## src/rtl/uab_map.vh

```
`ifndef UAB_MAP_VH
`define UAB_MAP_VH
// byte addresses on the wishbone side
`define UAB_OFF_SERIAL_CONTROL 8'h98
`define UAB_OFF_SLAVE_ADDRESS 8'ha9
`define UAB_OFF_SLAVE_ADDRESS_MASK 8'hb9
`define UAB_OFF_POWER_CONTROL 8'h87
`define UAB_OFF_TX_DATA 8'h99
`define UAB_OFF_RX_DATA 8'h9a
`define UAB_OFF_RATE_CONTROL 8'hc0
`define UAB_OFF_IRQ_STATUS 8'hc4
`define UAB_OFF_IRQ_MASK 8'hc8
// serial_control bits
`define UAB_SC_TOP 7
`define UAB_SC_MODE_LOW 6
`define UAB_SC_FILTER 5
`define UAB_SC_RX_EN 4
`define UAB_SC_TX_NINTH 3
`define UAB_SC_RX_NINTH 2
`define UAB_SC_TX_DONE 1
`define UAB_SC_RX_DONE 0
// power_control bits
`define UAB_PC_RATE_DOUBLE 7
`define UAB_PC_FE_ACCESS 6
// rate_control bits: 0 tx uses second timer tick, 1 rx uses second timer tick
`define UAB_RC_TX_T2 0
`define UAB_RC_RX_T2 1
// irq status bits
`define UAB_IRQ_TX 0
`define UAB_IRQ_RX 1
`define UAB_IRQ_FE 2
// reset values
`define UAB_RST_BYTE 8'h00
// divisors: oscillator periods for shift and fixed modes, timer overflow ticks for the T1 and T2 entries
`define UAB_DIV_SHIFT 12
`define UAB_DIV_FIXED_SLOW 64
`define UAB_DIV_FIXED_FAST 32
`define UAB_DIV_T1_SLOW 32
`define UAB_DIV_T1_FAST 16
`define UAB_DIV_T2 16
`endif

```

## src/rtl/uab_uart.v

```verilog
`timescale 1ns/1ps
`default_nettype none
`include "uab_map.vh"
// Summary of operation
// RQ1 - The transmit-done flag rises after the eighth bit in shift mode or at the stop bit start otherwise, and stays until software clears it.
// RQ2 - The receive-done flag rises after the eighth bit in shift mode or mid stop bit otherwise, gated by the address filter, and only software clears it.
// RQ3 - An invalid stop bit sets the framing-error flag, which good frames never clear.
// RQ4 - The top control bit is the framing-error flag when the access select is 1 and the high mode bit when it is 0.
// RQ5 - Two mode bits pick shift register, 8-bit variable, 9-bit fixed or 9-bit variable operation.
// RQ6 - An address frame matches the given address when all bits with mask 1 equal the slave address.
// RQ7 - The broadcast address is slave address OR mask, with zero positions as don't-care.
// RQ8 - A master normally sends all ones as the broadcast address.
// RQ9 - The slave address register sits at A9H and the mask register at B9H.
// RQ10 - Reset clears both address registers so every address frame is accepted.
// RQ11 - Shift mode moves one bit every twelve oscillator periods.
// RQ12 - Fixed 9-bit mode runs at oscillator over 64, or over 32 with rate doubling.
// RQ13 - Variable modes take their rate from the first timer, the second timer, or one each way.
// RQ14 - With the first timer, the bit rate is its overflow rate over 32, doubled by the doubling bit.
// RQ15 - Software keeps the first timer's interrupt off while it paces the port.
// RQ16 - The first timer may be run in any running mode, usually 8-bit auto-reload.
// RQ17 - For very low rates software runs the first timer at 16 bits and reloads it by interrupt.
module uab_uart (
  input wire clk_sys,
  input wire rst,
  input wire [7:0] wb_adr_i,
  input wire [31:0] wb_dat_i,
  input wire [3:0] wb_sel_i,
  input wire wb_we_i,
  input wire wb_cyc_i,
  input wire wb_stb_i,
  output reg [31:0] wb_dat_o,
  output reg wb_ack_o,
  input wire timer1_overflow,
  input wire timer2_overflow,
  input wire rxd_in,
  output reg txd_out,
  output reg shift_clk_out,
  output wire irq
);
  localparam S_IDLE = 2'd0;
  localparam S_START = 2'd1;
  localparam S_DATA = 2'd2;
  localparam S_STOP = 2'd3;

  reg mode_select_high;
  reg mode_select_low;
  reg address_filter_enable;
  reg rx_enable;
  reg tx_ninth_bit;
  reg rx_ninth_bit;
  reg tx_done_flag;
  reg rx_done_flag;
  reg framing_error_flag;
  reg rate_doubling_bit;
  reg frame_error_access_select;
  reg [7:0] slave_address;
  reg [7:0] slave_address_mask;
  reg [1:0] rate_control;
  reg [2:0] irq_status;
  reg [2:0] irq_mask;
  reg [7:0] rx_data;
  reg [1:0] tx_state;
  reg [1:0] rx_state;
  reg [8:0] tx_shift;
  reg [3:0] tx_cnt;
  reg [8:0] rx_shift;
  reg [3:0] rx_cnt;
  reg rx_q;
  reg [6:0] tx_div;
  reg [6:0] rx_div;
  reg tx_tick;
  reg rx_tick;
  wire tx_full;
  wire rx_half;
  wire rx_full;
  wire [1:0] mode = {mode_select_high, mode_select_low};
  wire nine_bit = mode_select_high;
  wire acc = wb_cyc_i && wb_stb_i && !wb_ack_o;
  // writes land at the ack edge, the one edge the master commits on
  wire wr = wb_cyc_i && wb_stb_i && wb_ack_o && wb_we_i && wb_sel_i[0];
  wire rd = acc && !wb_we_i;
  wire wr_sc = wr && (wb_adr_i == `UAB_OFF_SERIAL_CONTROL);
  wire wr_tx = wr && (wb_adr_i == `UAB_OFF_TX_DATA);
  wire rd_st = rd && (wb_adr_i == `UAB_OFF_IRQ_STATUS);
  wire [7:0] wd = wb_dat_i[7:0];
  wire tx_start = wr_tx && (tx_state == S_IDLE);
  wire rx_start = (rx_state == S_IDLE) && rx_enable && !rx_done_flag
    && (mode == 2'b00 ? 1'b1 : (rx_q && !rxd_in));

  // tick source and divisor per mode
  always @*
  begin
    tx_tick = 1'b1;
    rx_tick = 1'b1;
    tx_div = 7'd`UAB_DIV_SHIFT;
    rx_div = 7'd`UAB_DIV_SHIFT;
    case (mode)
      // RQ11 fixed shift rate
      2'b00:
      begin
        tx_div = 7'd`UAB_DIV_SHIFT;
        rx_div = 7'd`UAB_DIV_SHIFT;
      end
      // RQ12 fixed nine-bit rate
      2'b10:
      begin
        tx_div = rate_doubling_bit ? 7'd`UAB_DIV_FIXED_FAST : 7'd`UAB_DIV_FIXED_SLOW;
        rx_div = tx_div;
      end
      // RQ13 RQ14 timer paced rates
      default:
      begin
        tx_tick = rate_control[`UAB_RC_TX_T2] ? timer2_overflow : timer1_overflow;
        rx_tick = rate_control[`UAB_RC_RX_T2] ? timer2_overflow : timer1_overflow;
        if (rate_control[`UAB_RC_TX_T2])
          tx_div = 7'd`UAB_DIV_T2;
        else
          tx_div = rate_doubling_bit ? 7'd`UAB_DIV_T1_FAST : 7'd`UAB_DIV_T1_SLOW;
        if (rate_control[`UAB_RC_RX_T2])
          rx_div = 7'd`UAB_DIV_T2;
        else
          rx_div = rate_doubling_bit ? 7'd`UAB_DIV_T1_FAST : 7'd`UAB_DIV_T1_SLOW;
      end
    endcase
  end

  uab_bitclk #(.W(7)) u_txclk (
    .clk_sys(clk_sys),
    .rst(rst),
    .restart(tx_start),
    .tick(tx_tick),
    .div(tx_div),
    .half(),
    .full(tx_full)
  );
  uab_bitclk #(.W(7)) u_rxclk (
    .clk_sys(clk_sys),
    .rst(rst),
    .restart(rx_start),
    .tick(rx_tick),
    .div(rx_div),
    .half(rx_half),
    .full(rx_full)
  );
  // transmit needs whole-bit strobes only, so its half strobe is left open

  // address filter
  wire [7:0] given_care = slave_address_mask;
  wire [7:0] bcast = slave_address | slave_address_mask;
  wire [7:0] rx_byte = nine_bit ? rx_shift[7:0] : rx_shift[8:1];
  // RQ6 given address compare
  wire given_hit = ((rx_byte ^ slave_address) & given_care) == 8'h00;
  // RQ7 broadcast compare
  wire bcast_hit = ((rx_byte ^ bcast) & bcast) == 8'h00;
  // RQ10 zero registers accept all
  wire addr_hit = given_hit || bcast_hit;

  // transmitter
  reg tx_done_set;
  always @(posedge clk_sys)
  begin
    tx_done_set <= 1'b0;
    if (rst)
    begin
      tx_state <= S_IDLE;
      tx_shift <= 9'h1ff;
      tx_cnt <= 4'h0;
      txd_out <= 1'b1;
      shift_clk_out <= 1'b1;
    end
    else
    begin
      case (tx_state)
        S_IDLE:
          if (tx_start)
          begin
            tx_shift <= {tx_ninth_bit, wd};
            tx_cnt <= 4'h0;
            if (mode == 2'b00)
            begin
              txd_out <= wd[0];
              tx_state <= S_DATA;
            end
            else
            begin
              txd_out <= 1'b0;
              tx_state <= S_START;
            end
          end
        S_START:
          if (tx_full)
          begin
            txd_out <= tx_shift[0];
            tx_state <= S_DATA;
          end
        S_DATA:
          if (tx_full)
          begin
            tx_cnt <= tx_cnt + 4'h1;
            tx_shift <= {1'b1, tx_shift[8:1]};
            if (tx_cnt == (nine_bit ? 4'd8 : 4'd7))
            begin
              // RQ1 done at eighth bit or stop start
              tx_done_set <= 1'b1;
              txd_out <= 1'b1;
              tx_state <= (mode == 2'b00) ? S_IDLE : S_STOP;
            end
            else
              txd_out <= tx_shift[1];
          end
        default:
          if (tx_full)
            tx_state <= S_IDLE;
      endcase
      shift_clk_out <= !(mode == 2'b00 && tx_state == S_DATA) || tx_cnt[0] == 1'b0;
    end
  end

  // receiver; mode 0 samples rxd at each bit end
  reg rx_done_set;
  reg fe_set;
  reg rx_nb_set;
  reg rx_nb_val;
  always @(posedge clk_sys)
  begin
    rx_done_set <= 1'b0;
    fe_set <= 1'b0;
    rx_nb_set <= 1'b0;
    rx_nb_val <= 1'b0;
    if (rst)
    begin
      rx_state <= S_IDLE;
      rx_shift <= 9'h000;
      rx_cnt <= 4'h0;
      rx_q <= 1'b1;
      rx_data <= `UAB_RST_BYTE;
    end
    else
    begin
      rx_q <= rxd_in;
      case (rx_state)
        S_IDLE:
          if (rx_start)
          begin
            rx_cnt <= 4'h0;
            rx_state <= (mode == 2'b00) ? S_DATA : S_START;
          end
        S_START:
          if (rx_half)
            rx_state <= rxd_in ? S_IDLE : S_DATA;
        S_DATA:
          if ((mode == 2'b00) ? rx_full : rx_half)
          begin
            rx_shift <= {rxd_in, rx_shift[8:1]};
            rx_cnt <= rx_cnt + 4'h1;
            if (mode == 2'b00 && rx_cnt == 4'd7)
            begin
              // RQ2 shift mode done after eighth bit
              rx_data <= {rxd_in, rx_shift[8:2]};
              rx_done_set <= 1'b1;
              rx_state <= S_IDLE;
            end
            else if (rx_cnt == (nine_bit ? 4'd8 : 4'd7))
              rx_state <= S_STOP;
          end
        default:
          if (rx_half)
          begin
            rx_state <= S_IDLE;
            // RQ3 bad stop bit
            if (!rxd_in)
              fe_set <= 1'b1;
            // RQ2 mid stop bit, filter gated
            if (!address_filter_enable
                || (nine_bit ? (rx_shift[8] && addr_hit) : (rxd_in && addr_hit)))
            begin
              rx_data <= rx_byte;
              rx_nb_set <= 1'b1;
              rx_nb_val <= nine_bit ? rx_shift[8] : rxd_in;
              rx_done_set <= 1'b1;
            end
          end
      endcase
    end
  end

  // registers; hardware set wins over software clear
  always @(posedge clk_sys)
  begin
    if (rst)
    begin
      mode_select_high <= 1'b0;
      mode_select_low <= 1'b0;
      address_filter_enable <= 1'b0;
      rx_enable <= 1'b0;
      tx_ninth_bit <= 1'b0;
      rx_ninth_bit <= 1'b0;
      tx_done_flag <= 1'b0;
      rx_done_flag <= 1'b0;
      framing_error_flag <= 1'b0;
      rate_doubling_bit <= 1'b0;
      frame_error_access_select <= 1'b0;
      // RQ10 address registers cleared
      slave_address <= `UAB_RST_BYTE;
      slave_address_mask <= `UAB_RST_BYTE;
      rate_control <= 2'b00;
      irq_status <= 3'b000;
      irq_mask <= 3'b000;
    end
    else
    begin
      if (wr_sc)
      begin
        // RQ4 top bit routed by access select
        if (frame_error_access_select)
          framing_error_flag <= wd[`UAB_SC_TOP];
        else
          mode_select_high <= wd[`UAB_SC_TOP];
        // RQ5 mode bits stored
        mode_select_low <= wd[`UAB_SC_MODE_LOW];
        address_filter_enable <= wd[`UAB_SC_FILTER];
        rx_enable <= wd[`UAB_SC_RX_EN];
        tx_ninth_bit <= wd[`UAB_SC_TX_NINTH];
        rx_ninth_bit <= wd[`UAB_SC_RX_NINTH];
        tx_done_flag <= wd[`UAB_SC_TX_DONE];
        rx_done_flag <= wd[`UAB_SC_RX_DONE];
      end
      // RQ9 address register decode
      if (wr && wb_adr_i == `UAB_OFF_SLAVE_ADDRESS)
        slave_address <= wd;
      if (wr && wb_adr_i == `UAB_OFF_SLAVE_ADDRESS_MASK)
        slave_address_mask <= wd;
      if (wr && wb_adr_i == `UAB_OFF_POWER_CONTROL)
      begin
        rate_doubling_bit <= wd[`UAB_PC_RATE_DOUBLE];
        frame_error_access_select <= wd[`UAB_PC_FE_ACCESS];
      end
      if (wr && wb_adr_i == `UAB_OFF_RATE_CONTROL)
        rate_control <= wd[1:0];
      if (wr && wb_adr_i == `UAB_OFF_IRQ_MASK)
        irq_mask <= wd[2:0];
      if (rx_nb_set)
        rx_ninth_bit <= rx_nb_val;
      // RQ1 sticky transmit flag
      if (tx_done_set)
        tx_done_flag <= 1'b1;
      // RQ2 sticky receive flag
      if (rx_done_set)
        rx_done_flag <= 1'b1;
      // RQ3 sticky framing flag
      if (fe_set)
        framing_error_flag <= 1'b1;
      irq_status <= (rd_st ? 3'b000 : irq_status) | {fe_set, rx_done_set, tx_done_set};
    end
  end

  assign irq = |(irq_status & irq_mask);

  // wishbone: ack one cycle after strobe, dropped the cycle after
  always @(posedge clk_sys)
  begin
    if (rst)
    begin
      wb_ack_o <= 1'b0;
      wb_dat_o <= 32'h0000_0000;
    end
    else
    begin
      wb_ack_o <= acc;
      wb_dat_o <= 32'h0000_0000;
      if (rd)
        case (wb_adr_i)
          `UAB_OFF_SERIAL_CONTROL:
            wb_dat_o[7:0] <= {frame_error_access_select ? framing_error_flag : mode_select_high,
              mode_select_low, address_filter_enable, rx_enable, tx_ninth_bit,
              rx_ninth_bit, tx_done_flag, rx_done_flag};
          `UAB_OFF_SLAVE_ADDRESS: wb_dat_o[7:0] <= slave_address;
          `UAB_OFF_SLAVE_ADDRESS_MASK: wb_dat_o[7:0] <= slave_address_mask;
          `UAB_OFF_POWER_CONTROL:
            wb_dat_o[7:0] <= {rate_doubling_bit, frame_error_access_select, 6'b00_0000};
          `UAB_OFF_RX_DATA: wb_dat_o[7:0] <= rx_data;
          `UAB_OFF_RATE_CONTROL: wb_dat_o[1:0] <= rate_control;
          `UAB_OFF_IRQ_STATUS: wb_dat_o[2:0] <= irq_status;
          `UAB_OFF_IRQ_MASK: wb_dat_o[2:0] <= irq_mask;
          default: wb_dat_o <= 32'h0000_0000;
        endcase
    end
  end
endmodule // uab_uart
`default_nettype wire

```

## src/rtl/uab_bitclk.v

```verilog
`timescale 1ns/1ps
`default_nettype none
// turns a source tick into one bit-time strobe every div ticks
module uab_bitclk #(
  parameter W = 7
) (
  input wire clk_sys,
  input wire rst,
  input wire restart,
  input wire tick,
  input wire [W-1:0] div,
  output reg half,
  output reg full
);
  reg [W-1:0] cnt;
  // strobes decoded directly, so the first bit after restart is not one cycle long
  always @*
  begin
    half = 1'b0;
    full = 1'b0;
    if (!rst && !restart && tick)
    begin
      half = (cnt == (div >> 1) - 1'b1);
      full = (cnt == div - 1'b1);
    end
  end
  always @(posedge clk_sys)
  begin
    if (rst || restart)
      cnt <= {W{1'b0}};
    else if (tick)
      cnt <= (cnt == div - 1'b1) ? {W{1'b0}} : cnt + 1'b1;
  end
endmodule // uab_bitclk
`default_nettype wire

```

## config.mk

```make
export PLATFORM = sky130hd
export DESIGN_NAME = uab_uart
export DESIGN_NICKNAME = d
export VERILOG_FILES = /design/src/rtl/uab_uart.v /design/src/rtl/uab_bitclk.v
export VERILOG_INCLUDE_DIRS = /design/src /design/src/rtl
export SDC_FILE = /design/constraint.sdc
export NUM_CORES = 1
export LEC_CHECK = 0
export BUFFER_PORTS_ARGS = -buffer_cell sky130_fd_sc_hd__buf_2
export CAP_MARGIN = 20
export CORE_MARGIN = 1.5
export CORE_UTILIZATION = 54
export CTS_BUF_LIST = sky130_fd_sc_hd__clkbuf_4 sky130_fd_sc_hd__clkbuf_8
export DETAILED_ROUTE_END_ITERATION = 12
export GPL_TIMING_DRIVEN = 0
export PLACE_DENSITY = 0.8
export REMOVE_ABC_BUFFERS = 1
export SYNTH_ARGS = -nofsm -noshare
export SYNTH_HDL_FRONTEND = slang
export SYNTH_HIERARCHICAL = 1
export SYNTH_SLANG_ARGS = --single-unit
```

## constraint.sdc

```tcl
create_clock -name clk_sys -period 4.1 [get_ports clk_sys]
set_clock_uncertainty 0.05 [all_clocks]
set_input_delay 0.41 -clock clk_sys [delete_from_list [all_inputs] [get_ports clk_sys]]
set_output_delay 0.41 -clock clk_sys [all_outputs]
set_load 0.02 [all_outputs]
```

Yosys cells after proc, flatten, opt, wreduce, memory -nomap -nowiden
Cells that the tools add are included.
{"block": "totals", "register_bits": 128, "latch_bits": 0, "ramBits": 0, "mem_bits_ro": 0, "in_bits": 52, "output_inout_bits": 36, "wordCells": 240, "n_memories": 0}
{"block": "classes", "n_addsub": 7, "n_mul": 0, "n_div": 0, "n_lt_le_gt_ge": 0, "n_eq_ne": 29, "shifts": 0, "n_mux": 78, "bitwise": 15, "n_reduce_logical": 75}
{"op": "$eq 8x8->1 const B", "n": 9}
{"op": "$mux 8", "n": 5}
{"op": "$mux 1", "n": 32}
{"op": "$mux 2", "n": 14}
{"op": "$pmux 7 s2", "n": 2}
{"op": "$logic_and 1x1->1", "n": 27}
{"op": "$pmux 5 s5", "n": 1}
{"op": "$eq 7x7->1", "n": 3}
{"op": "$mux 7", "n": 3}
{"op": "$mux 4", "n": 5}
{"op": "$reduce_bool 2->1", "n": 10}
{"op": "$mux 6", "n": 3}
{"op": "$mux 9", "n": 2}
{"op": "$pmux 9 s2", "n": 1}
{"op": "$and 8x8->8", "n": 2}
{"op": "$logic_not 8->1", "n": 2}
{"op": "$pmux 4 s2", "n": 2}
{"op": "$pmux 8 s2", "n": 1}
{"op": "$xor 8x8->8", "n": 2}
{"op": "$reduce_and 5->1", "n": 3}
{"op": "$add 7x1->7 const B", "n": 2}
{"op": "$pmux 2 s7", "n": 1}
{"op": "$sub 7x1->7 const B", "n": 2}
{"op": "$ne 2x2->1 const B", "n": 6}
{"op": "29 further kinds", "n": 64}

Longest topological paths before layout
Gate-level depths: netlist (run 1).
{"block": "depth", "ltp_word": 12, "mapped_depth": 17, "mapped_depth_nobuf": 14}

Modules after synthesis
The synthesis (run 1) kept the hierarchy.
{"module": "uab_uart", "n_inst": 1, "cells_each": 574, "area_per_inst_um2": 5027.3, "seq_area_each_um2": 1801.7}
{"module": "uab_bitclk at u_rxclk", "n_inst": 1, "cells_each": 110, "area_per_inst_um2": 860.8, "seq_area_each_um2": 140.1}
{"module": "uab_bitclk at u_txclk", "n_inst": 1, "cells_each": 96, "area_per_inst_um2": 773.2, "seq_area_each_um2": 140.1}

Least setup slack after synthesis (run 1)
No wires, ideal clock.
{"block": "synth_path", "path_kind": "reg2reg", "startpoint": "register mode_select_high", "endpoint": "register rx_data[7]", "setup_ps": 67, "arrival_time_ps": 3366, "required_ps": 3983, "slack_ps": 616, "path_stages_with_launch": 16, "n_path_buf": 3, "synth_period_minus_slack_ps": 3484, "cell_sequence": "dfxtp_1 buf_6 buf_6 nor2_4 inv_1 ha_1 buf_2 o311ai_0 a22oi_1 a21oi_1 and4_1 o21a_1 o21ai_1 a2111o_1 or3_1 a21oi_2"}
{"block": "synth_between", "word_cells_on_any_way": 38, "classes_between": "add/sub: 2; eq/ne: 5; mux: 11; bitwise: 4; reduce/logical: 16"}
{"item": "from (decl)", "line_no": "uab_uart.v:45", "rtl": "reg mode_select_high;"}
{"item": "from (signal assigned)", "line_no": "uab_uart.v:318", "rtl": "mode_select_high <= wd[`UAB_SC_TOP];"}
{"item": "$eq 2x2->1 / $logic_not 2->1 (equally long branches)", "line_no": "uab_uart.v:97", "rtl": "case (mode)"}
{"item": "$pmux 7 s2 *", "line_no": "uab_uart.v:97"}
{"item": "named net rx_div[2]", "line_no": "uab_uart.v:70", "rtl": "reg [6:0] rx_div;"}
{"item": "$sub 6x1->7 *", "line_no": "uab_bitclk.v:23", "rtl": "half = (cnt == (div >> 1) - 1'b1);"}
{"item": "$eq 7x7->1 *", "line_no": "uab_bitclk.v:23"}
{"item": "$mux 1 *", "line_no": "uab_bitclk.v:21", "rtl": "if (!rst && !restart && tick)"}
{"item": "named net rx_half", "line_no": "uab_uart.v:74", "rtl": "wire rx_half;"}
{"item": "$mux 1", "line_no": "uab_uart.v:252", "rtl": "if ((mode == 2'b00) ? rx_full : rx_half)"}
{"item": "$ne 2x2->1 (no line)"}
{"item": "$reduce_and 5->1 (no line) *"}
{"item": "to (signal assigned)", "line_no": "uab_uart.v:236", "rtl": "rx_data <= `UAB_RST_BYTE;"}
{"item": "to (signal assigned)", "line_no": "uab_uart.v:259", "rtl": "rx_data <= {rxd_in, rx_shift[8:2]};"}
{"item": "to (signal assigned)", "line_no": "uab_uart.v:277", "rtl": "rx_data <= rx_byte;"}
{"item": "to (decl)", "line_no": "uab_uart.v:61", "rtl": "reg [7:0] rx_data;"}
The timed path passes the listed nets; every way through them passes the cells marked *. The select of a mux whose other input is x is not followed.
A chain may end at the register's enable or synchronous reset.

Worst setup path after layout (run 1)
{"block": "layout_path", "startpoint": "register mode_select_low", "endpoint": "register rx_data[7]"}
{"block": "layout_between", "word_cells_on_any_way": 22, "classes_between": "add/sub: 2; eq/ne: 5; mux: 6; reduce/logical: 9"}
{"item": "from (decl)", "line_no": "uab_uart.v:46", "rtl": "reg mode_select_low;"}
{"item": "from (signal assigned)", "line_no": "uab_uart.v:320", "rtl": "mode_select_low <= wd[`UAB_SC_MODE_LOW];"}
{"item": "$eq 2x2->1 / $logic_not 2->1 (equally long branches)", "line_no": "uab_uart.v:97"}
{"item": "$pmux 7 s2 *", "line_no": "uab_uart.v:97"}
{"item": "named net rx_div[4]", "line_no": "uab_uart.v:70"}
{"item": "$sub 6x1->7 *", "line_no": "uab_bitclk.v:23"}
{"item": "$eq 7x7->1 *", "line_no": "uab_bitclk.v:23"}
{"item": "$mux 1 *", "line_no": "uab_bitclk.v:21"}
{"item": "named net rx_half", "line_no": "uab_uart.v:74"}
{"item": "$mux 1", "line_no": "uab_uart.v:252"}
{"item": "$ne 2x2->1 (no line)"}
{"item": "$reduce_and 5->1 (no line) *"}
The timed path passes the listed nets; every way through them passes the cells marked *.

==> results of run 1 <==
-- sequential cells by signal, summed over array words and instances (netlist names), 2 cells and up --
| signal | flops |
|---|---|
| rx_cnt | 4 |
| u_rxclk/cnt | 7 |
| irq_mask | 3 |
| tx_shift | 9 |
| rate_control | 2 |
| rx_data | 8 |
| given_care | 8 |
| rx_state | 2 |
| rx_shift | 9 |
| slave_address | 8 |
| u_txclk/cnt | 7 |
| tx_cnt | 4 |
| irq_status | 3 |
| wb_dat_o | 8 |
| tx_state | 2 |
-- metal layers --
| metal | track usage | routed length (µm) | up-vias |
|---|---|---|---|
| met4 | 0.0958 | 433 | 0 |
| met1 | 0.300 | 6540 | 2622 |
| met3 | 0.0407 | 849 | 40 |
| met5 | 0 | 0 | - |
| li1 | - | - | 2684 |
| met2 | 0.423 | 7420 | 214 |
-- worst max path at each step --
stage | end | slack (ns) | cells after the start | start
floorplan | rx_data[7] | 0.002 | 12 | mode_select_high
global placement | rx_data[7] | -0.86 | 13 | mode_select_high
detailed placement | rx_data[7] | -0.52 | 12 | mode_select_high
CTS | rx_data[7] | 0.009 | 11 | mode_select_low
global route | rx_data[7] | 0.04 | 12 | mode_select_high
finish | rx_data[7] | 0.32 | 11 | mode_select_low
-- power groups by stage --
| stage | Clock [W] | Combinational [W] | Sequential (W) |
|---|---|---|---|
| after floorplan | 0 | 0.0000743 | 0.00105 |
| after global placement | 0 | 0.000119 | 0.00105 |
| after detailed placement | 0 | 0.000123 | 0.00105 |
| after CTS | 0.000677 | 0.000123 | 0.00103 |
| after global routing | 0.000723 | 0.000138 | 0.00103 |
| final | 0.000669 | 0.000126 | 0.00102 |
-- worst max-delay path, stage by stage (launching register included) --
cell and delay [ns]:
dfxtp_2 0.53, nor2b_2 0.40, or4b_1 0.46, o311ai_0 0.12
a22oi_1 0.15, a21oi_1 0.18, and4_1 0.35, o21a_1 0.18
o21ai_1 0.11, a2111o_2 0.64, or3_1 0.42, a21oi_2 0.13
-- stage by stage --
| stage | instances | area (µm²) | hold WS (ns) |
|---|---|---|---|
| 6_report | 931 | 6880 | 0.295 |
| 3_3_place_gp | 910 | 6620 | 0.393 |
| 4_1_cts | 931 | 6870 | 0.282 |
| 2_1_floorplan | 731 | 6260 | 0.377 |
| 5_1_grt | 931 | 6880 | 0.289 |
| 3_5_place_dp | 912 | 6650 | 0.404 |
-- timing repair --
item,4_1_cts,5_1_grt
setup buffers,2,0
resized for setup,1,4
pin swaps,1,0
gates cloned,1,0
setup endpoints to repair,20,8
-- cell type report --
cell class | count | area (µm²) | share of cell area
clock buffers | 10 | 131 | 0.0191
clock inverters | 6 | 73.8 | 0.0107
inverters | 29 | 109 | 0.0158
multi-input cells | 599 | 4090 | 0.594
flip-flops and latches | 104 | 2090 | 0.303
well taps | 143 | 179 | 0.0260
repair buffers | 40 | 213 | 0.0309
==> metrics.yaml, run 1 <==
outcome:
  status: "complete, no violations"
die:
  die_w_um: 113
  rows: 39
  dieArea_um2: 12700
  coreArea_um2: 11600
  die_h_um: 113
  start_util: 0.561
  ios: 88
placed_design:
  place_hpwl_mm: 10.9
  place_congestion: 0.930
  port_buffers: 36
  dp_slack_ns: -0.520
pwr:
  p_leak_nw: 2.76
  power_frac_clock: 0.368
  report.power.total_w: 0.00182
  p_seq_frac: 0.563
  net-switching-power_w: 0.000465
  swShare: 0.256
  pwr-share-comb: 0.069
  peakVddDrop_v: 0.000159
  pwr_density_cell_nw_per_um2: 264
  p_int_w: 0.00135
clocking:
  cts.clk_slew.worst_paths_ns: 0.10
  numCtsBuffers: 9
  ctsHtreeMaxLevel: 3
  cts_sinks: 104
  cts_root_buf: "clkbuf_8"
  cts_hold_buf: 0
  cts_tree: "yes"
  cts_buffer_depth: 2
  clock_latency_ns: 0.38
timing:
  tightest_slew_ns: 0.971
  fin_crit_sh: 0.922
  max_freq_mhz: 264
  fin_crit_ns: 3.78
  maxSlewHeadroom: 0.353
  setup_viol: 0
  setup_tns_ns: 0
  maxSlewViolCount: 0
  fin_ws_ns: 0.318
  rsz0062_at_grt: "no"
  hold_viol: 0
detailed_routing:
  avgRoutedWirePerCell_um: 16.4
  drt_iter0_drc: 522
  vias_per_cell: 5.97
  routed-via-count: 5560
  postRouteAntennaNets: 0
  dr.pass1.iters: 7
  drc: 0
  wirelength_mm: 15.2
flow_run:
  maxCapViolCount: 0
setup_path:
  reg2reg_to: "rx_data[7]"
  ff2ff_path_depth: 11
  end_kind: "flop"
  reg2reg_setup_slack_ns: 0.32
  worstPathMaxFanout: 16
  r2r-start: "mode_select_low"
  cp-start-kind: "flop"
  crit_type: "flop to flop"
  cp.required_ns: 4.36
  critPathArrivalTime_ns: 4.04
synthesis:
  synthCells: 761
  synth_area_per_cell_um2: 8.56
  synthesis.area_um2: 6520
  yosys_warnings: 6
grt:
  grt_pass1_wl_mm: 25.2
  grt_antenna_before_repair: 0
  grt_max_degree: 93
  grt.overflow.total: 0
  first_global_vias: 5265
  grt.total_usage: 0.243
final_layout:
  post-route-util: 0.593
  n_fill_cell: 1007
  area_growth_pct: 5.59
  drive_above_1_share: 0.141
  fin_nets: 854
  layout_common_cells: "109 x nor2_1, 102 x dfxtp_1, 64 x mux2i_1"
  diodes: 0
  mostFrequentLayoutCell: "nor2_1"
worst_hold_path:
  min_to: "rx_q"
  hp-class: "input port to flop"
  min-delay-start: "rxd_in"
  min_path_cells: 2
Note: power is estimated with default switching activity, not from simulation.
==> inputs of run 2 (changes only) <==
--- a/config.mk
+++ b/config.mk
@@ -8,6 +8,7 @@
 export LEC_CHECK = 0
 export BUFFER_PORTS_ARGS = -buffer_cell sky130_fd_sc_hd__buf_2
 export CAP_MARGIN = 20
+export CORE_ASPECT_RATIO = 1.25
 export CORE_MARGIN = 1.5
 export CORE_UTILIZATION = 54
 export CTS_BUF_LIST = sky130_fd_sc_hd__clkbuf_4 sky130_fd_sc_hd__clkbuf_8
==> run 2 against run 1 <==
Utilization decreased by 0.089 points. Largest cell class unchanged. Critical path depth unchanged. Sequential share of layout area down 0.10 points. Register-to-register slack worse by 0.20 ns. Fmax decreased by 4.9%. Combinational power hardly changed. Sequential power hardly changed. Highest routed layer unchanged. Clock-buffer cell count is 2 higher. Final cell count grew 1.9%. Setup slack worse by 0.20 ns. Hold slack worse by 0.0011 ns. Flip-flop and latch count did not move.
==> metrics.yaml, run 2 (synthesis gave the netlist of run 1 again) <==
flow_run:
  maxCapViolCount: 0  # unchanged
pwr:
  p_leak_nw: 2.77  # +0.24%
  net-switching-power_w: 0.000429  # -7.7%
  swShare: 0.239  # -0.0164
  pwr-share-comb: 0.070  # about the same
  pwr_density_cell_nw_per_um2: 260  # -1.7%
  p_int_w: 0.00136  # +0.77%
  peakVddDrop_v: 0.000119  # -25%
  report.power.total_w: 0.00179  # -1.4%
  power_frac_clock: 0.359  # -0.009
  p_seq_frac: 0.571  # +0.008
final_layout:
  layout_common_cells: "109 x nor2_1, 102 x dfxtp_1, 64 x mux2i_1"
  diodes: 0  # unchanged
  mostFrequentLayoutCell: "nor2_1"
  drive_above_1_share: 0.141  # unchanged
  final_cells: 949  # +1.9%
  reg_top3: "rx_shift x9, tx_shift x9"
  fin_nets: 855  # +0.12%
  area_growth_pct: 5.95
detailed_routing:
  routed-via-count: 5500  # -1.1%
  route.met3.wl_um: 781  # -8.0%
  avgRoutedWirePerCell_um: 16.1  # -1.5%
  top_layer_used: "met4"
  drt-met1-wl_mm: 6.29  # -3.8%
  vias_per_cell: 5.80  # -3.0%
  met2WireLength_mm: 7.86  # +5.9%
  wirelength_mm: 15.3  # +0.35%
  dr.pass1.iters: 5  # -2
  drt_iter0_drc: 403  # -23%
  drc: 0  # unchanged
  postRouteAntennaNets: 0  # unchanged
die:
  die_h_um: 126  # +11%
  rows: 44  # +13%
  ios: 88  # unchanged
  start_util: 0.558  # -0.00277
  coreArea_um2: 11700  # +0.50%
  dieArea_um2: 12700  # about the same
  die_w_um: 101  # -10%
placed_design:
  place_hpwl_mm: 10.8  # -0.86%
  dpl.cell_count: 930  # +2.0%
  port_buffers: 36  # unchanged
  place_congestion: 0.891  # -4.2%
timing:
  holdWs_ns: 0.294  # -0.00110 ns
  max_freq_mhz: 251  # -4.9%
  maxSlewHeadroom: 0.365  # +0.0120
  fin_crit_ns: 3.98  # +0.196 ns
  maxSlewViolCount: 0  # unchanged
  hold_viol: 0  # unchanged
  rsz0062_at_grt: "no"
  tightest_slew_ns: 0.948  # -0.0222 ns
  setup_viol: 0  # unchanged
  fin_crit_sh: 0.970  # +0.0477
grt:
  grt_antenna_before_repair: 0  # unchanged
  grt.overflow.total: 0  # unchanged
  grt_max_degree: 93  # unchanged
  grt_pass1_wl_mm: 24.4  # -3.3%
  grt.total_usage: 0.237  # -0.00556
  first_global_vias: 5084  # -3.4%
setup_path:
  crit_family: "simple AND/OR/NAND/NOR gates"
  cp-start-kind: "flop"
  worstPathMaxFanout: 16  # unchanged
  crit_type: "flop to flop"
  critPathArrivalTime_ns: 4.23  # +0.19 ns
  path_buf_inv: 0  # unchanged
  crit_path_max_incr_delay_ns: 0.65  # about the same
  cp_slowest_cell: "a2111o_2"
  crit_chain: "nor2b_2 -> or4b_1 -> o311ai_0 -> a22oi_1 -> a21oi_1 -> and4_1 -> o21a_1 -> o21ai_1 -> a2111o_2 -> or3_1 -> a21oi_2"
  end_kind: "flop"
  cp.required_ns: 4.36  # about the same
outcome:
  status: "complete, no violations"
clocking:
  numCtsBuffers: 9  # unchanged
  cts_root_buf: "clkbuf_8"
  cts_buffer_depth: 2  # unchanged
  cts_hold_buf: 0  # unchanged
  cts.clk_slew.worst_paths_ns: 0.09  # about the same
  cts_tree: "yes"
  clock_latency_ns: 0.38  # about the same
  ctsHtreeMaxLevel: 3  # unchanged
  cts_sinks: 104  # unchanged
worst_hold_path:
  hp-class: "input port to flop"
==> run 2: cell types whose count changed in the layout (fill, tap and decap cells not counted), sizes merged <==
cell,previous run,this run
inv,32,29
clkinvlp,2,1
buf,40,41
clkinv,0,1
clkbuf,10,12
==> run 2: power by group through the flow <==
stage	clock network [W]	registers, W	logic (W)
2_1_floorplan	0	0.00105	0.0000743
3_3_place_gp	0	0.00105	0.000120
3_5_place_dp	0	0.00105	0.000123
4_1_cts	0.000660	0.00102	0.000124
5_1_grt	0.000706	0.00103	0.000137
6_report	0.000644	0.00102	0.000126
==> run 2: timing repair <==
item / CTS / global route
setup buffers: 2 / 1
pin swaps: 1 / 0
cloned: 1 / 0
endpoints found under the setup margin: 26 / 8
gates resized for setup: 3 / 2
==> run 2: metrics by stage <==
stage | setup slack, ns | utilization | setup TNS, ns | cell area, µm²
2_1_floorplan | 0.00249 | - | 0 | 6260
3_3_place_gp | -0.873 | 0.569 | -11.00 | 6650
3_5_place_dp | -0.708 | 0.571 | -6.17 | 6670
4_1_cts | 0.00405 | 0.590 | 0 | 6890
5_1_grt | 0.00256 | 0.592 | 0 | 6910
6_report | 0.123 | 0.592 | 0 | 6910
==> run 2: path summary, 6_finish.rpt <==
path | to | depth (start not counted) | slack (ns) | start
min | tx_ninth_bit | 3 | 0.29 | wb_dat_i[3]
min reg2reg | tx_shift[6] | 1 | 0.42 | tx_shift[6]
max | rx_data[7] | 11 | 0.12 | mode_select_low
max reg2reg | rx_data[7] | 11 | 0.12 | mode_select_low
==> run 2: layout make-up <==
cell class	instances	area [µm²]
Inverter	29	109
Fill cell	1045	4770
Clock inverter	3	42.5
Timing Repair Buffer	41	224
Tap cell	161	201
Multi-Input combinational cell	599	4090
Clock buffer	12	153
Sequential cell	104	2090
==> run 2: worst min-delay path, cell delays in order <==
cell     delay [ns]
buf_2          0.12
mux2i_1        0.08
nor2_1         0.08
==> run 2: metal layers <==
layer,up-vias,track usage
li1,2686,-
met1,2619,0.287
met2,168,0.421
met3,27,0.0344
met4,0,0.0858
met5,-,0
==> inputs of run 3 (changes only) <==
--- a/config.mk
+++ b/config.mk
@@ -8,8 +8,7 @@
 export LEC_CHECK = 0
 export BUFFER_PORTS_ARGS = -buffer_cell sky130_fd_sc_hd__buf_2
 export CAP_MARGIN = 20
-export CORE_ASPECT_RATIO = 1.25
-export CORE_MARGIN = 1.5
+export CORE_MARGIN = 2
 export CORE_UTILIZATION = 54
 export CTS_BUF_LIST = sky130_fd_sc_hd__clkbuf_4 sky130_fd_sc_hd__clkbuf_8
 export DETAILED_ROUTE_END_ITERATION = 12
==> run 3 against run 2 <==
Highest routed layer unchanged. Critical endpoint unchanged. Utilization down 1.4 points. Final cell count shrank 1.4%. Final area down 0.31%. Setup slack improved by 0.098 ns. Largest power group unchanged.
==> metrics.yaml, run 3 (synthesis gave the netlist of run 1 again) <==
setup_path:
  cp.required_ns: 4.37  # about the same
  worstPathMaxFanout: 22  # +6
  r2r-start: "mode_select_high"
  critPathArrivalTime_ns: 4.15  # -0.08 ns
  reg2reg_setup_slack_ns: 0.22  # +0.10 ns
  startpoint: "mode_select_high"
  end_kind: "flop"
  ff2ff_path_depth: 11  # unchanged
  cp-start-kind: "flop"
  reg2reg_to: "rx_data[7]"
  crit_type: "flop to flop"
clocking:
  ctsHtreeMaxLevel: 3  # unchanged
  clock_latency_ns: 0.39  # about the same
  cts_hold_buf: 0  # unchanged
  cts_tree: "yes"
  cts_sinks: 104  # unchanged
  cts_buffer_depth: 2  # unchanged
  cts.clk_slew.worst_paths_ns: 0.11  # +0.02 ns
  cts_root_buf: "clkbuf_8"
  numCtsBuffers: 9  # unchanged
flow_run:
  maxCapViolCount: 0  # unchanged
die:
  ios: 88  # unchanged
  die_w_um: 114  # +12%
  start_util: 0.547  # -0.0113
  coreArea_um2: 11900  # +2.1%
  rows: 40  # -9.1%
  dieArea_um2: 13000  # +1.7%
  die_h_um: 114  # -9.5%
outcome:
  status: "complete, no violations"
timing:
  maxSlewViolCount: 0  # unchanged
  tightest_slew_ns: 0.945  # -0.00307 ns
  setup_viol: 0  # unchanged
  maxSlewHeadroom: 0.370  # +0.00482
  fin_crit_sh: 0.946  # -0.0238
  max_freq_mhz: 258  # +2.5%
  fin_crit_ns: 3.88  # -0.0976 ns
  hold_viol: 0  # unchanged
  rsz0062_at_grt: "no"
detailed_routing:
  vias_per_cell: 5.75  # -0.75%
  postRouteAntennaNets: 0  # unchanged
  avgRoutedWirePerCell_um: 15.5  # -3.7%
  drc: 0  # unchanged
  drt_iter0_drc: 481  # +19%
  wirelength_mm: 14.5  # -5.1%
  dr.pass1.iters: 6  # +1
  routed-via-count: 5384  # -2.1%
grt:
  grt_pass1_wl_mm: 23.9  # -1.8%
  grt-busiest-layer: "met2"
  grt_util_met2: 0.366  # -0.0548
  grt_max_degree: 93  # unchanged
  met3_usage: 0.0462  # +0.0118
  grt_antenna_before_repair: 0  # unchanged
  grt.total_usage: 0.228  # -0.00943
  use_met1: 0.309  # +0.0218
  first_global_vias: 4920  # -3.2%
  grt.overflow.total: 0  # unchanged
worst_hold_path:
  min-delay-start: "wb_dat_i[3]"
  min_path_cells: 3  # unchanged
  hp-class: "input port to flop"
  min_to: "given_care[3]"
final_layout:
  final_design_area_no_fill_um2: 6880  # -0.31%
  drive_above_1_share: 0.142  # +0.00109
  diodes: 0  # unchanged
  mostFrequentLayoutCell: "nor2_1"
  layout_common_cells: "109 x nor2_1, 102 x dfxtp_1, 64 x mux2i_1"
  multi_input_area_um2: 4090  # unchanged
  post-route-util: 0.578  # -0.0137
  area_growth_pct: 5.62
  n_fill_cell: 1100  # +5.3%
  reg_top3: "rx_shift x9, tx_shift x9"
  seqCellArea_um2: 2090  # unchanged
  fin_nets: 855  # unchanged
pwr:
  peakVddDrop_v: 0.000133  # +12%
  pwr_density_cell_nw_per_um2: 261  # +0.36%
  p_leak_nw: 2.77  # unchanged
placed_design:
  place_hpwl_mm: 10.1  # -7.0%
  place_congestion: 0.852  # -4.4%
  port_buffers: 36  # unchanged
  place_area_um2: 6650  # -0.26%
-- run 3: changes by cell type in the layout (fill, tap and decap cells not counted), sizes merged --
cell	previous run	this run
clkinv	1	2
clkinvlp	1	0
bufinv	1	0
inv	29	33
clkbuf	12	10
-- run 3: worst max-delay path, stage by stage, from the launching register on --
cell	delay [ns]
dfxtp_4	0.59
nor2_2	0.25
or4_1	0.56
o211ai_1	0.18
a22oi_1	0.12
a21oi_1	0.20
and4_1	0.35
o21a_1	0.18
o21ai_1	0.11
a2111o_2	0.64
or3_1	0.42
a21oi_2	0.15
-- run 3: what timing repair did --
item,4_1_cts,5_1_grt
endpoints found under the setup margin,18,8
resized for setup,3,2
hold endpoints to repair,0,0
pin swaps,1,0
gates cloned,1,0
setup buffers,3,0
-- run 3: worst max path at each step --
stage	endpoint	slack, ns	cells past startpoint
final	rx_data[7]	0.22	11
after global routing	rx_data[7]	0.05	12
after CTS	rx_data[7]	0.07	11
after detailed placement	rx_data[7]	-0.67	12
after global placement	rx_data[7]	-0.95	13
after floorplan	rx_data[7]	0.002	12
-- run 3: cell type report --
| class | instances | share of cell area |
|---|---|---|
| clock buffer | 10 | 0.0200 |
| clock inverter | 6 | 0.00836 |
| inverter | 29 | 0.0158 |
| multi-input combinational | 599 | 0.594 |
| sequential | 104 | 0.303 |
| tap | 147 | 0.0267 |
| timing repair buffer | 41 | 0.0320 |
-- run 3: through the flow --
step	worst slack, ns	power (W)	cells	setup TNS [ns]	hold WS [ns]
final	0.220	0.00179	936	0	0.268
after global routing	0.0464	0.00186	936	0	0.264
after floorplan	0.00249	0.00112	731	0	0.377
after detailed placement	-0.670	0.00117	916	-5.33	0.400
after CTS	0.0715	0.00181	936	0	0.259
after global placement	-0.947	0.00117	914	-13.69	0.394
-- run 3: metal layers --
metal	routed length [µm]	up-vias	part of all wire
met5	0	-	0
li1	-	2686	-
met2	6720	160	0.46
met3	795	25	0.055
met4	352	0	0.024
met1	6650	2513	0.46
-- run 3: where the power goes --
part           total, W  internal (W)  switching [W]
registers       0.00102       0.00102     0.00000978
clock network  0.000645      0.000253       0.000392
logic          0.000125     0.0000411      0.0000840
total           0.00179       0.00131       0.000486
